===== src/pmc_pkg.sv =====
// Package: constants and types shared by the power mode controller ends
package pmc_pkg;
   // Clock and timing
   localparam int CLK_MHZ = 100;
   localparam int LPO_KHZ = 16;
   localparam int LPO_DIV = (CLK_MHZ * 1000) / (LPO_KHZ * 2);
   localparam int STARTUP_NS = 15000;
   localparam int STARTUP_CYC = (STARTUP_NS * CLK_MHZ + 999) / 1000;
   localparam int PDN_HOLD_NS = 10000;
   localparam int PDN_HOLD_CYC = (PDN_HOLD_NS * CLK_MHZ + 999) / 1000;
   localparam int POR_CYC = 16;
   localparam int REF_KHZ = 13560;
   // Register addresses on the link
   localparam logic [6:0] A_CMD = 7'h00;
   localparam logic [6:0] A_CTRL = 7'h01;
   localparam logic [6:0] A_FIFO = 7'h05;
   localparam logic [6:0] A_FLEN = 7'h04;
   localparam logic [6:0] A_IRQ = 7'h06;
   localparam logic [6:0] A_WUC = 7'h20;
   localparam logic [6:0] A_WTC = 7'h21;
   localparam logic [6:0] A_QMIN = 7'h3F;
   localparam logic [6:0] A_QMAX = 7'h40;
   localparam logic [6:0] A_IMIN = 7'h41;
   localparam logic [6:0] A_IRES = 7'h42;
   localparam logic [6:0] A_QRES = 7'h43;
   localparam logic [6:0] A_IMAX = 7'h44;
   // Field positions
   localparam int B_STANDBY = 7;
   localparam int B_MODEM = 6;
   localparam int B_AUTO_WAKE = 0;
   localparam int B_AUTO_RESTART = 1;
   localparam int B_TIMER_RUN = 2;
   localparam int B_CD_IRQ = 0;
   localparam int B_IDLE_IRQ = 1;
   localparam logic [7:0] WAKE_BYTE = 8'h55;
   // Command codes
   localparam logic [4:0] C_IDLE = 5'h00;
   localparam logic [4:0] C_DETECT = 5'h01;
   localparam logic [4:0] C_LOADKEY = 5'h02;
   localparam logic [4:0] C_AUTH = 5'h03;
   localparam logic [4:0] C_TRANSMIT = 5'h06;
   localparam logic [4:0] C_WRITE_E2 = 5'h08;
   // Argument bytes each command needs
   function automatic logic [3:0] pmc_args(input logic [4:0] c);
      case (c)
         C_LOADKEY: pmc_args = 4'h6;
         C_AUTH: pmc_args = 4'h6;
         C_WRITE_E2: pmc_args = 4'h3;
         default: pmc_args = 4'h0;
      endcase
   endfunction : pmc_args
   typedef enum logic [2:0] {
      PMC_OFF, PMC_POR, PMC_START, PMC_FULL, PMC_STBY
   } pmc_pwr_t;
   typedef enum logic [1:0] {
      PMC_CIDLE, PMC_CWAIT, PMC_CRUN, PMC_CDET
   } pmc_cmd_t;
endpackage : pmc_pkg


===== src/pmc_link_if.sv =====
// Interface: register link and power-down pin between host and device
`timescale 1ns/1ps
interface pmc_link_if;
   logic power_down_pin;
   logic wr;
   logic rd;
   logic uart_wake;
   logic [6:0] addr;
   logic [7:0] wdata;
   logic [7:0] rdata;
   logic rvalid;
   modport dev (input power_down_pin, wr, rd, uart_wake, addr, wdata,
      output rdata, rvalid);
   modport host (output power_down_pin, wr, rd, uart_wake, addr, wdata,
      input rdata, rvalid);
endinterface : pmc_link_if


===== src/pmc_wake_counter.sv =====
// Low power oscillator tick and wake-up counter
`timescale 1ns/1ps
module pmc_wake_counter (
   input wire logic sys_clk_i,
   input wire logic rstn_i,
   input wire logic start_i,
   input wire logic stop_i,
   input wire logic restart_i,
   input wire logic [7:0] reload_i,
   output logic expire_o,
   output logic running_o
);
   typedef struct packed {
      logic [15:0] div;
      logic [7:0] cnt;
      logic run;
      logic exp;
   } pmc_wuc_t;
   pmc_wuc_t s_r, s_nxt;

   // Divider gives 16 kHz ticks; counter counts them down
   always_comb begin
      s_nxt = s_r;
      s_nxt.exp = 1'b0;
      s_nxt.div = (s_r.div == 16'(pmc_pkg::LPO_DIV * 2 - 1)) ? 16'h0000 : s_r.div + 16'h0001;
      if (stop_i) begin
         s_nxt.run = 1'b0;
      end else if (start_i) begin
         s_nxt.run = 1'b1;
         s_nxt.cnt = reload_i;
         s_nxt.div = 16'h0000;
      end else if (s_r.run && s_r.div == 16'h0000) begin
         if (s_r.cnt == 8'h00) begin
            s_nxt.exp = 1'b1;
            s_nxt.run = restart_i;
            s_nxt.cnt = reload_i;
         end else begin
            s_nxt.cnt = s_r.cnt - 8'h01;
         end
      end
   end

   always_ff @(posedge sys_clk_i) begin
      if (!rstn_i) begin
         s_r <= '0;
      end else begin
         s_r <= s_nxt;
      end
   end

   assign expire_o = s_r.exp;
   assign running_o = s_r.run;
endmodule : pmc_wake_counter


===== src/pmc_device.sv =====
// Device end: power modes, start-up sequence and command state machine
//
// The plain strobed port and the register addresses were decided locally.
`timescale 1ns/1ps
module pmc_device (
   input wire logic sys_clk_i,
   input wire logic rstn_i,
   pmc_link_if.dev link,
   input wire logic [7:0] i_sample_i,
   input wire logic [7:0] q_sample_i,
   input wire logic [7:0] frame_cfg_i,
   output logic full_mode_o,
   output logic standby_o,
   output logic tx_on_o,
   output logic rx_on_o,
   output logic pins_oe_o,
   output logic [1:0] tx_phase_o,
   output logic [4:0] active_cmd_o,
   output logic [7:0] trim_count_o
);
   // ------------------------------------------------------------
   // State
   // ------------------------------------------------------------
   typedef struct packed {
      logic [2:0] pd_sync;
      logic [2:0] wk_sync;
      pmc_pkg::pmc_pwr_t pwr;
      logic [15:0] tmr;
      logic [7:0] cmd_reg;
      logic [7:0] ctrl;
      logic [7:0] wuc_reload;
      logic [7:0] wtc;
      logic [7:0] qmin, qmax, imin, imax, ires, qres;
      logic [7:0] irq;
      logic [3:0] flen;
      pmc_pkg::pmc_cmd_t cst;
      logic [4:0] cmd;
      logic [1:0] txp;
      logic [7:0] rdata;
      logic rvalid;
      logic wstart;
      logic wstop;
      logic [15:0] trim_div;
      logic [7:0] trim_cnt;
      logic [7:0] trim_res;
      logic full, stby, tx, rx, oe;
   } pmc_dev_t;
   pmc_dev_t s_r, s_nxt;
   logic wuc_exp, wuc_run;

   pmc_wake_counter u_wuc (
      .sys_clk_i(sys_clk_i),
      .rstn_i(rstn_i),
      .start_i(s_r.wstart),
      .stop_i(s_r.wstop),
      .restart_i(s_r.wtc[pmc_pkg::B_AUTO_RESTART]),
      .reload_i(s_r.wuc_reload),
      .expire_o(wuc_exp),
      .running_o(wuc_run)
   );

   // ------------------------------------------------------------
   // Next-state logic
   // ------------------------------------------------------------
   always_comb begin
      logic pd, wk, ready, hit;
      pd = s_r.pd_sync[1];
      wk = s_r.wk_sync[1] & ~s_r.wk_sync[2];
      s_nxt = s_r;
      s_nxt.pd_sync = {s_r.pd_sync[1:0], link.power_down_pin};
      s_nxt.wk_sync = {s_r.wk_sync[1:0], link.uart_wake};
      s_nxt.rvalid = 1'b0;
      s_nxt.wstart = 1'b0;
      s_nxt.wstop = 1'b0;
      ready = (s_r.pwr == pmc_pkg::PMC_FULL);
      hit = 1'b0;
      // Power sequencer
      if (pd) begin
         s_nxt.pwr = pmc_pkg::PMC_OFF;
         s_nxt.tmr = 16'h0000;
      end else begin
         unique case (s_r.pwr)
            pmc_pkg::PMC_OFF: begin
               s_nxt.pwr = pmc_pkg::PMC_POR;
               s_nxt.tmr = 16'h0000;
            end
            pmc_pkg::PMC_POR: begin
               s_nxt.tmr = s_r.tmr + 16'h0001;
               if (s_r.tmr == 16'(pmc_pkg::POR_CYC - 1)) begin
                  s_nxt.pwr = pmc_pkg::PMC_START;
                  s_nxt.tmr = 16'h0000;
               end
            end
            pmc_pkg::PMC_START: begin
               s_nxt.tmr = s_r.tmr + 16'h0001;
               if (s_r.tmr == 16'(pmc_pkg::STARTUP_CYC - 1)) begin
                  s_nxt.pwr = pmc_pkg::PMC_FULL;
               end
            end
            pmc_pkg::PMC_FULL: begin
               if (s_r.cmd_reg[pmc_pkg::B_STANDBY]) begin
                  s_nxt.pwr = pmc_pkg::PMC_STBY;
               end
            end
            pmc_pkg::PMC_STBY: begin
               // Wake on cleared bit, wake byte or wake-up counter
               if (!s_r.cmd_reg[pmc_pkg::B_STANDBY] || wk || wuc_exp) begin
                  s_nxt.pwr = pmc_pkg::PMC_START;
                  s_nxt.tmr = 16'h0000;
                  s_nxt.cmd_reg[pmc_pkg::B_STANDBY] = 1'b0;
                  if (wuc_exp && s_r.wtc[pmc_pkg::B_AUTO_WAKE]) begin
                     s_nxt.cst = pmc_pkg::PMC_CDET;
                  end
               end
            end
            default: s_nxt.pwr = pmc_pkg::PMC_OFF;
         endcase
      end
      // Register access; registers kept across standby
      if (link.wr && ready) begin
         unique case (link.addr)
            pmc_pkg::A_CMD: begin
               s_nxt.cmd_reg = link.wdata;
               s_nxt.cmd = link.wdata[4:0];
               s_nxt.cst = pmc_pkg::PMC_CWAIT;
               s_nxt.txp = 2'b00;
            end
            pmc_pkg::A_CTRL: s_nxt.ctrl = link.wdata;
            pmc_pkg::A_FIFO: s_nxt.flen = (s_r.flen == 4'hF) ? s_r.flen : s_r.flen + 4'h1;
            pmc_pkg::A_IRQ: s_nxt.irq = s_r.irq & ~link.wdata;
            pmc_pkg::A_WUC: s_nxt.wuc_reload = link.wdata;
            pmc_pkg::A_WTC: begin
               s_nxt.wtc = link.wdata;
               s_nxt.wstart = link.wdata[pmc_pkg::B_TIMER_RUN];
            end
            pmc_pkg::A_QMIN: s_nxt.qmin = link.wdata;
            pmc_pkg::A_QMAX: s_nxt.qmax = link.wdata;
            pmc_pkg::A_IMIN: s_nxt.imin = link.wdata;
            pmc_pkg::A_IMAX: s_nxt.imax = link.wdata;
            default: ;
         endcase
      end else if (link.wr && s_r.pwr == pmc_pkg::PMC_STBY && link.addr == pmc_pkg::A_CMD) begin
         s_nxt.cmd_reg[pmc_pkg::B_STANDBY] = link.wdata[pmc_pkg::B_STANDBY];
      end
      // Reads answer only when ready
      if (link.rd && ready) begin
         s_nxt.rvalid = 1'b1;
         unique case (link.addr)
            pmc_pkg::A_CMD: s_nxt.rdata = s_r.cmd_reg;
            pmc_pkg::A_CTRL: s_nxt.rdata = s_r.ctrl;
            pmc_pkg::A_FLEN: s_nxt.rdata = {4'h0, s_r.flen};
            pmc_pkg::A_IRQ: s_nxt.rdata = s_r.irq;
            pmc_pkg::A_WUC: s_nxt.rdata = s_r.wuc_reload;
            pmc_pkg::A_WTC: s_nxt.rdata = s_r.wtc;
            pmc_pkg::A_QMIN: s_nxt.rdata = s_r.qmin;
            pmc_pkg::A_QMAX: s_nxt.rdata = s_r.qmax;
            pmc_pkg::A_IMIN: s_nxt.rdata = s_r.imin;
            pmc_pkg::A_IMAX: s_nxt.rdata = s_r.imax;
            pmc_pkg::A_IRES: s_nxt.rdata = s_r.ires;
            pmc_pkg::A_QRES: s_nxt.rdata = s_r.qres;
            default: s_nxt.rdata = s_r.trim_res;
         endcase
      end
      // Command state machine; FIFO never cleared on start
      if (ready) begin
         unique case (s_r.cst)
            pmc_pkg::PMC_CIDLE: ;
            pmc_pkg::PMC_CWAIT: begin
               if (s_r.cmd == pmc_pkg::C_IDLE) begin
                  s_nxt.cst = pmc_pkg::PMC_CIDLE;
                  s_nxt.irq[pmc_pkg::B_IDLE_IRQ] = 1'b1;
               end else if (s_r.cmd == pmc_pkg::C_DETECT) begin
                  s_nxt.cst = pmc_pkg::PMC_CDET;
               end else if (s_r.flen >= pmc_pkg::pmc_args(s_r.cmd)) begin
                  s_nxt.flen = s_r.flen - pmc_pkg::pmc_args(s_r.cmd);
                  s_nxt.cst = pmc_pkg::PMC_CRUN;
               end
            end
            pmc_pkg::PMC_CRUN: begin
               // Framed transmit: start, data, end, done
               if (s_r.cmd == pmc_pkg::C_TRANSMIT) begin
                  unique case (s_r.txp)
                     2'b00: s_nxt.txp = frame_cfg_i[0] ? 2'b01 : 2'b10;
                     2'b01: s_nxt.txp = 2'b10;
                     2'b10: begin
                        if (s_r.flen != 4'h0) begin
                           s_nxt.flen = s_r.flen - 4'h1;
                        end else begin
                           s_nxt.txp = frame_cfg_i[1] ? 2'b11 : 2'b00;
                           s_nxt.cst = frame_cfg_i[1] ? pmc_pkg::PMC_CRUN : pmc_pkg::PMC_CIDLE;
                        end
                     end
                     default: begin
                        s_nxt.txp = 2'b00;
                        s_nxt.cst = pmc_pkg::PMC_CIDLE;
                     end
                  endcase
               end else begin
                  s_nxt.cst = pmc_pkg::PMC_CIDLE;
                  s_nxt.irq[pmc_pkg::B_IDLE_IRQ] = 1'b1;
               end
            end
            pmc_pkg::PMC_CDET: begin
               // Detection phase: sample and compare
               s_nxt.ires = i_sample_i;
               s_nxt.qres = q_sample_i;
               hit = (i_sample_i < s_r.imin) || (i_sample_i > s_r.imax)
                  || (q_sample_i < s_r.qmin) || (q_sample_i > s_r.qmax);
               s_nxt.cst = pmc_pkg::PMC_CIDLE;
               if (hit) begin
                  s_nxt.irq[pmc_pkg::B_CD_IRQ] = 1'b1;
                  s_nxt.wstop = 1'b1;
               end else if (s_r.wtc[pmc_pkg::B_AUTO_WAKE] && wuc_run) begin
                  s_nxt.cmd_reg[pmc_pkg::B_STANDBY] = 1'b1;
               end // Otherwise stay awake
            end
            default: s_nxt.cst = pmc_pkg::PMC_CIDLE;
         endcase
      end
      // Oscillator trim: crystal cycles per oscillator period
      s_nxt.trim_div = (s_r.trim_div == 16'(pmc_pkg::LPO_DIV * 2 - 1)) ? 16'h0000
         : s_r.trim_div + 16'h0001;
      s_nxt.trim_cnt = s_r.trim_cnt + 8'h01;
      if (s_r.trim_div == 16'h0000) begin
         s_nxt.trim_res = s_r.trim_cnt;
         s_nxt.trim_cnt = 8'h01; // Capture cycle opens the new period
      end
      // Outputs: released in power-down, pins kept driven in standby
      s_nxt.oe = (s_nxt.pwr != pmc_pkg::PMC_OFF);
      // Modem and full-mode flag drop in standby
      s_nxt.full = (s_nxt.pwr == pmc_pkg::PMC_FULL);
      s_nxt.tx = s_nxt.full && !s_nxt.ctrl[pmc_pkg::B_MODEM];
      s_nxt.rx = s_nxt.full && !s_nxt.ctrl[pmc_pkg::B_MODEM];
      s_nxt.stby = (s_nxt.pwr == pmc_pkg::PMC_STBY);
   end

   always_ff @(posedge sys_clk_i) begin
      if (!rstn_i) begin
         s_r <= '0;
      end else begin
         s_r <= s_nxt;
      end
   end

   assign link.rdata = s_r.rdata;
   assign link.rvalid = s_r.rvalid;
   assign full_mode_o = s_r.full;
   assign standby_o = s_r.stby;
   assign tx_on_o = s_r.tx;
   assign rx_on_o = s_r.rx;
   assign pins_oe_o = s_r.oe;
   assign tx_phase_o = s_r.txp;
   assign active_cmd_o = s_r.cmd;
   assign trim_count_o = s_r.trim_res;
endmodule : pmc_device


===== src/flat_wrapper.sv =====
// flat-port wrapper written by rule: the top's interface ports become plain ports
module pmc_device_flat 
  (sys_clk_i, rstn_i, i_sample_i, q_sample_i, frame_cfg_i, full_mode_o, standby_o, tx_on_o, rx_on_o, pins_oe_o, tx_phase_o, active_cmd_o, trim_count_o, link_power_down_pin, link_wr, link_rd, link_uart_wake, link_addr, link_wdata, link_rdata, link_rvalid);
  pmc_link_if link_i ();
  input wire logic sys_clk_i;
  input wire logic rstn_i;
  input wire logic [7:0] i_sample_i;
  input wire logic [7:0] q_sample_i;
  input wire logic [7:0] frame_cfg_i;
  output logic full_mode_o;
  output logic standby_o;
  output logic tx_on_o;
  output logic rx_on_o;
  output logic pins_oe_o;
  output logic [1:0] tx_phase_o;
  output logic [4:0] active_cmd_o;
  output logic [7:0] trim_count_o;
  input wire logic [$bits(link_i.power_down_pin)-1:0] link_power_down_pin;
  input wire logic [$bits(link_i.wr)-1:0] link_wr;
  input wire logic [$bits(link_i.rd)-1:0] link_rd;
  input wire logic [$bits(link_i.uart_wake)-1:0] link_uart_wake;
  input wire logic [$bits(link_i.addr)-1:0] link_addr;
  input wire logic [$bits(link_i.wdata)-1:0] link_wdata;
  output wire logic [$bits(link_i.rdata)-1:0] link_rdata;
  output wire logic [$bits(link_i.rvalid)-1:0] link_rvalid;
  assign link_i.power_down_pin = link_power_down_pin;
  assign link_i.wr = link_wr;
  assign link_i.rd = link_rd;
  assign link_i.uart_wake = link_uart_wake;
  assign link_i.addr = link_addr;
  assign link_i.wdata = link_wdata;
  assign link_rdata = link_i.rdata;
  assign link_rvalid = link_i.rvalid;
  pmc_device u_core (.sys_clk_i(sys_clk_i), .rstn_i(rstn_i), .link(link_i), .i_sample_i(i_sample_i), .q_sample_i(q_sample_i), .frame_cfg_i(frame_cfg_i), .full_mode_o(full_mode_o), .standby_o(standby_o), .tx_on_o(tx_on_o), .rx_on_o(rx_on_o), .pins_oe_o(pins_oe_o), .tx_phase_o(tx_phase_o), .active_cmd_o(active_cmd_o), .trim_count_o(trim_count_o));
endmodule

===== config.mk =====
export PLATFORM = sky130hd
export DESIGN_NAME = pmc_device_flat
export DESIGN_NICKNAME = d
export VERILOG_FILES = /design/src/pmc_pkg.sv /design/src/pmc_link_if.sv /design/src/pmc_wake_counter.sv /design/src/pmc_device.sv /design/src/flat_wrapper.sv
export SDC_FILE = /design/constraint.sdc
export NUM_CORES = 1
export LEC_CHECK = 0
export BUFFER_PORTS_ARGS = -buffer_cell sky130_fd_sc_hd__buf_2
export CAP_MARGIN = 25
export CORE_MARGIN = 8
export CORE_UTILIZATION = 61
export CTS_CLUSTER_DIAMETER = 40
export DETAILED_ROUTE_END_ITERATION = 12
export GPL_TIMING_DRIVEN = 0
export PLACE_DENSITY = 0.89
export SLEW_MARGIN = 25
export SYNTH_ARGS = -nofsm -noshare
export SYNTH_HDL_FRONTEND = slang
export SYNTH_SLANG_ARGS = --single-unit

===== constraint.sdc =====
create_clock -name sys_clk_i -period 3.1 [get_ports sys_clk_i]
set_input_delay 0.62 -clock sys_clk_i [delete_from_list [all_inputs] [get_ports sys_clk_i]]
set_output_delay 0.62 -clock sys_clk_i [all_outputs]
set_load 0.02 [all_outputs]

==> reports/metrics.yaml <==
synthTopCellsByCount: "dfxtp_1, nand2_1, a21oi_1"
syn_nets: 1399
tightest_slew_ns: 0.880
port_buffers: 54
htreeDepth: 4
pwr-share-clk_pct: 42.1
tritoncts: "done"
clk_latency_ns: 0.45
avgSynthCellArea_um2: 8.16
hold_viol_final: 0
required_ns: 3.40
die_y_um: 148
drive_gt1_share_pct: 13.0
syn_inst: 1304
start_util_pct: 61.9
ys.flop_type: "dfxtp_1"
power_leakage_nw: 4.40
fin_tns_setup_ns: 0
nets: 1473
core-area_um2: 17200
nFillCells: 1415
fin_crit_sh_pct: 96.1
finalCriticalPeriod_ns: 2.98
crit_type: "reg2reg"
synth-edff-count: 0
synth_top_cell_by_area: "dfxtp_1"
cp-end-kind: "flop"
intPower_w: 0.00367
rows: 48
yosys_warnings: 0
netlist-cell-type-count: 87
synth-seq-cells: 193
dp_hpwl_um: 23400
rsz0062_at_grt: "no"
worst_clock_skew_ns: 0.00743
max_freq_mhz: 336
startpoint_type: "flop"
cts_root_buf: "clkbuf_16"
status: "completed"
grt_pass1_vias: 9840
power_density_nw_per_um2: 423
seqPwrFrac_pct: 50.6
firstDrtPassIters: 6
swShare_pct: 26.2
setup_viol: 0
routed_wl_um: 32300
finalNonFillerCells: 1616
cts_buffer_depth: 2
max_cap_viol_count: 0
synth.most_common_cell: "dfxtp_1"
grt_overflow: 0
remaining_drc_errors: 0
seqCellArea_um2: 3860
holdBufCountCts: 0
synth_area_leaders: "dfxtp_1, ha_1, nand2_1"
netlist_area_um2: 10600
slew_headroom_pct: 41.3
synthArstFlopShare_pct: 0
dr.first_iter.drc_count: 1262
synth_top_area_share_pct: 36.3
placed_cells: 1583
numCtsBuffers: 17
dieArea_um2: 21900
fin_util_pct: 68.4
wl_per_cell_um: 20.0
viasPerCell: 6.39
cp.arrival_ns: 3.28
p_comb_share_pct: 7.3
hold_path_class: "in2reg"
area_delta_synth_final_pct: 10.5
diodes: 0
die-width_um: 148
drtAntennaViolNets: 0
switchingPower_w: 0.00130
timing.final.max_slew_violations: 0
num_vias: 10300
io_pins: 74
place.gp.congestion: 1.01
track_usage_pct: 29.2
ir_worst_vdd_mv: 0.386
path_max_fanout: 9
grt_max_degree: 18
antenna_found_initial: 0
clk_pin_slew_ns: 0.07
grt_pass1_wl_um: 51000
yosysSeqAreaShare_pct: 36.3
cts.sinks: 193
multi_input_area_um2: 5990
==> kinds of logic (layout without fill, tap and decap cells) <==
kind of cell | after synthesis | count (layout) | share of synthesized area, %
mux | 47 | 47 | 4.57
fa+ha+maj | 50 | 50 | 5.95
xor+xnor | 43 | 43 | 3.54
buf+inv | 165 | 252 | 7.41
flops | 193 | 193 | 36.3
simple gates | 541 | 541 | 25.8
compound gates | 265 | 265 | 16.4
==> power by group through the flow <==
| stage | Sequential, W | Clock [W] | Combinational [W] |
|---|---|---|---|
| after floorplan | 0.00257 | 0 | 0.000223 |
| after global placement | 0.00257 | 0 | 0.000338 |
| after detailed placement | 0.00257 | 0 | 0.000346 |
| after CTS | 0.00251 | 0.00208 | 0.000351 |
| after global routing | 0.00252 | 0.00220 | 0.000384 |
| final | 0.00252 | 0.00209 | 0.000361 |
==> critical path, cell delays in order (launching register included) <==
cell      delay [ns]
dfxtp_1         0.57
or4b_2          0.69
nand2_1         0.15
inv_1           0.05
ha_1            0.28
a21bo_2         0.24
a211oi_4        0.27
nor4b_1         0.09
o32ai_1         0.32
o32ai_1         0.16
==> metal layers <==
layer	GRT usage (%)	vias to the layer above	wire length [um]	share of wire, %
li1	-	4749	-	-
met1	36.9	4823	12700	39
met2	45.6	611	14300	44
met3	7.23	142	3650	11
met4	14.4	0	1570	4.9
met5	0	-	0	0
==> layout by cell type (no fill, tap or decap), types with 6 or more instances in the layout <==
master,n
nor3_1,25
buf_2,78
and3_1,17
nor2b_1,18
clkbuf_1,41
o22ai_1,6
nor4b_1,6
nand4_1,22
a21oi_1,118
dfxtp_1,193
nand3_1,84
clkbuf_16,17
nor3b_1,10
o311ai_0,6
ha_1,49
xnor2_1,26
nor2_1,112
nor4_1,19
inv_1,61
buf_4,33
mux2i_1,43
a41oi_1,6
o2bb2ai_1,6
o31ai_1,8
o21ai_0,42
xor2_1,17
and2_1,9
nand2_1,161
nand2b_1,9
and4_1,6
or3_1,8
==> metrics by stage <==
step	power [W]	area, um^2	setup slack (ns)	hold slack (ns)
5_1_grt	0.00510	11800	0.0441	0.373
4_1_cts	0.00494	11800	0.0868	0.378
6_report	0.00497	11800	0.120	0.376
2_1_floorplan	0.00279	10600	0.292	0.412
3_5_place_dp	0.00292	11200	-0.175	0.420
3_3_place_gp	0.00291	11200	-0.151	0.417
==> flip-flops by register name, summed over array words and instances, names as in the netlist, 2 cells and up <==
signal,count
u_core.link.rdata,8
u_core.s_nxt,4
u_core.s_r,140
u_core.trim_count_o,8
u_core.tx_phase_o,2
u_core.u_wuc.s_r,24
==> final cells by class <==
cell class	count	area share, %
Clock buffer	18	3.74
Sequential cell	193	32.9
Tap cell	225	2.40
Clock inverter	14	0.894
Buffer	103	4.73
Inverter	61	1.95
Multi-Input combinational cell	946	51.0
Timing Repair Buffer	56	2.43
==> worst paths after layout <==
| check | from | endpoint | slack [ns] | cells after the start |
|---|---|---|---|---|
| hold / removal | link_power_down_pin | u_core.s_nxt[172] | 0.38 | 2 |
| setup reg to reg | u_core.s_r[142] | u_core.s_r[60] | 0.12 | 9 |
| hold reg to reg | u_core.s_nxt[169] | u_core.s_nxt[170] | 0.43 | 1 |
| setup / recovery | u_core.s_r[142] | u_core.s_r[60] | 0.12 | 9 |
==> what timing repair did <==
item                                    CTS  global route
endpoints found under the setup margin    2             1
setup buffers                             2             0
pin swaps                                 1             0
resized for setup                         1             0
Note: power is estimated with default switching activity, not from simulation.
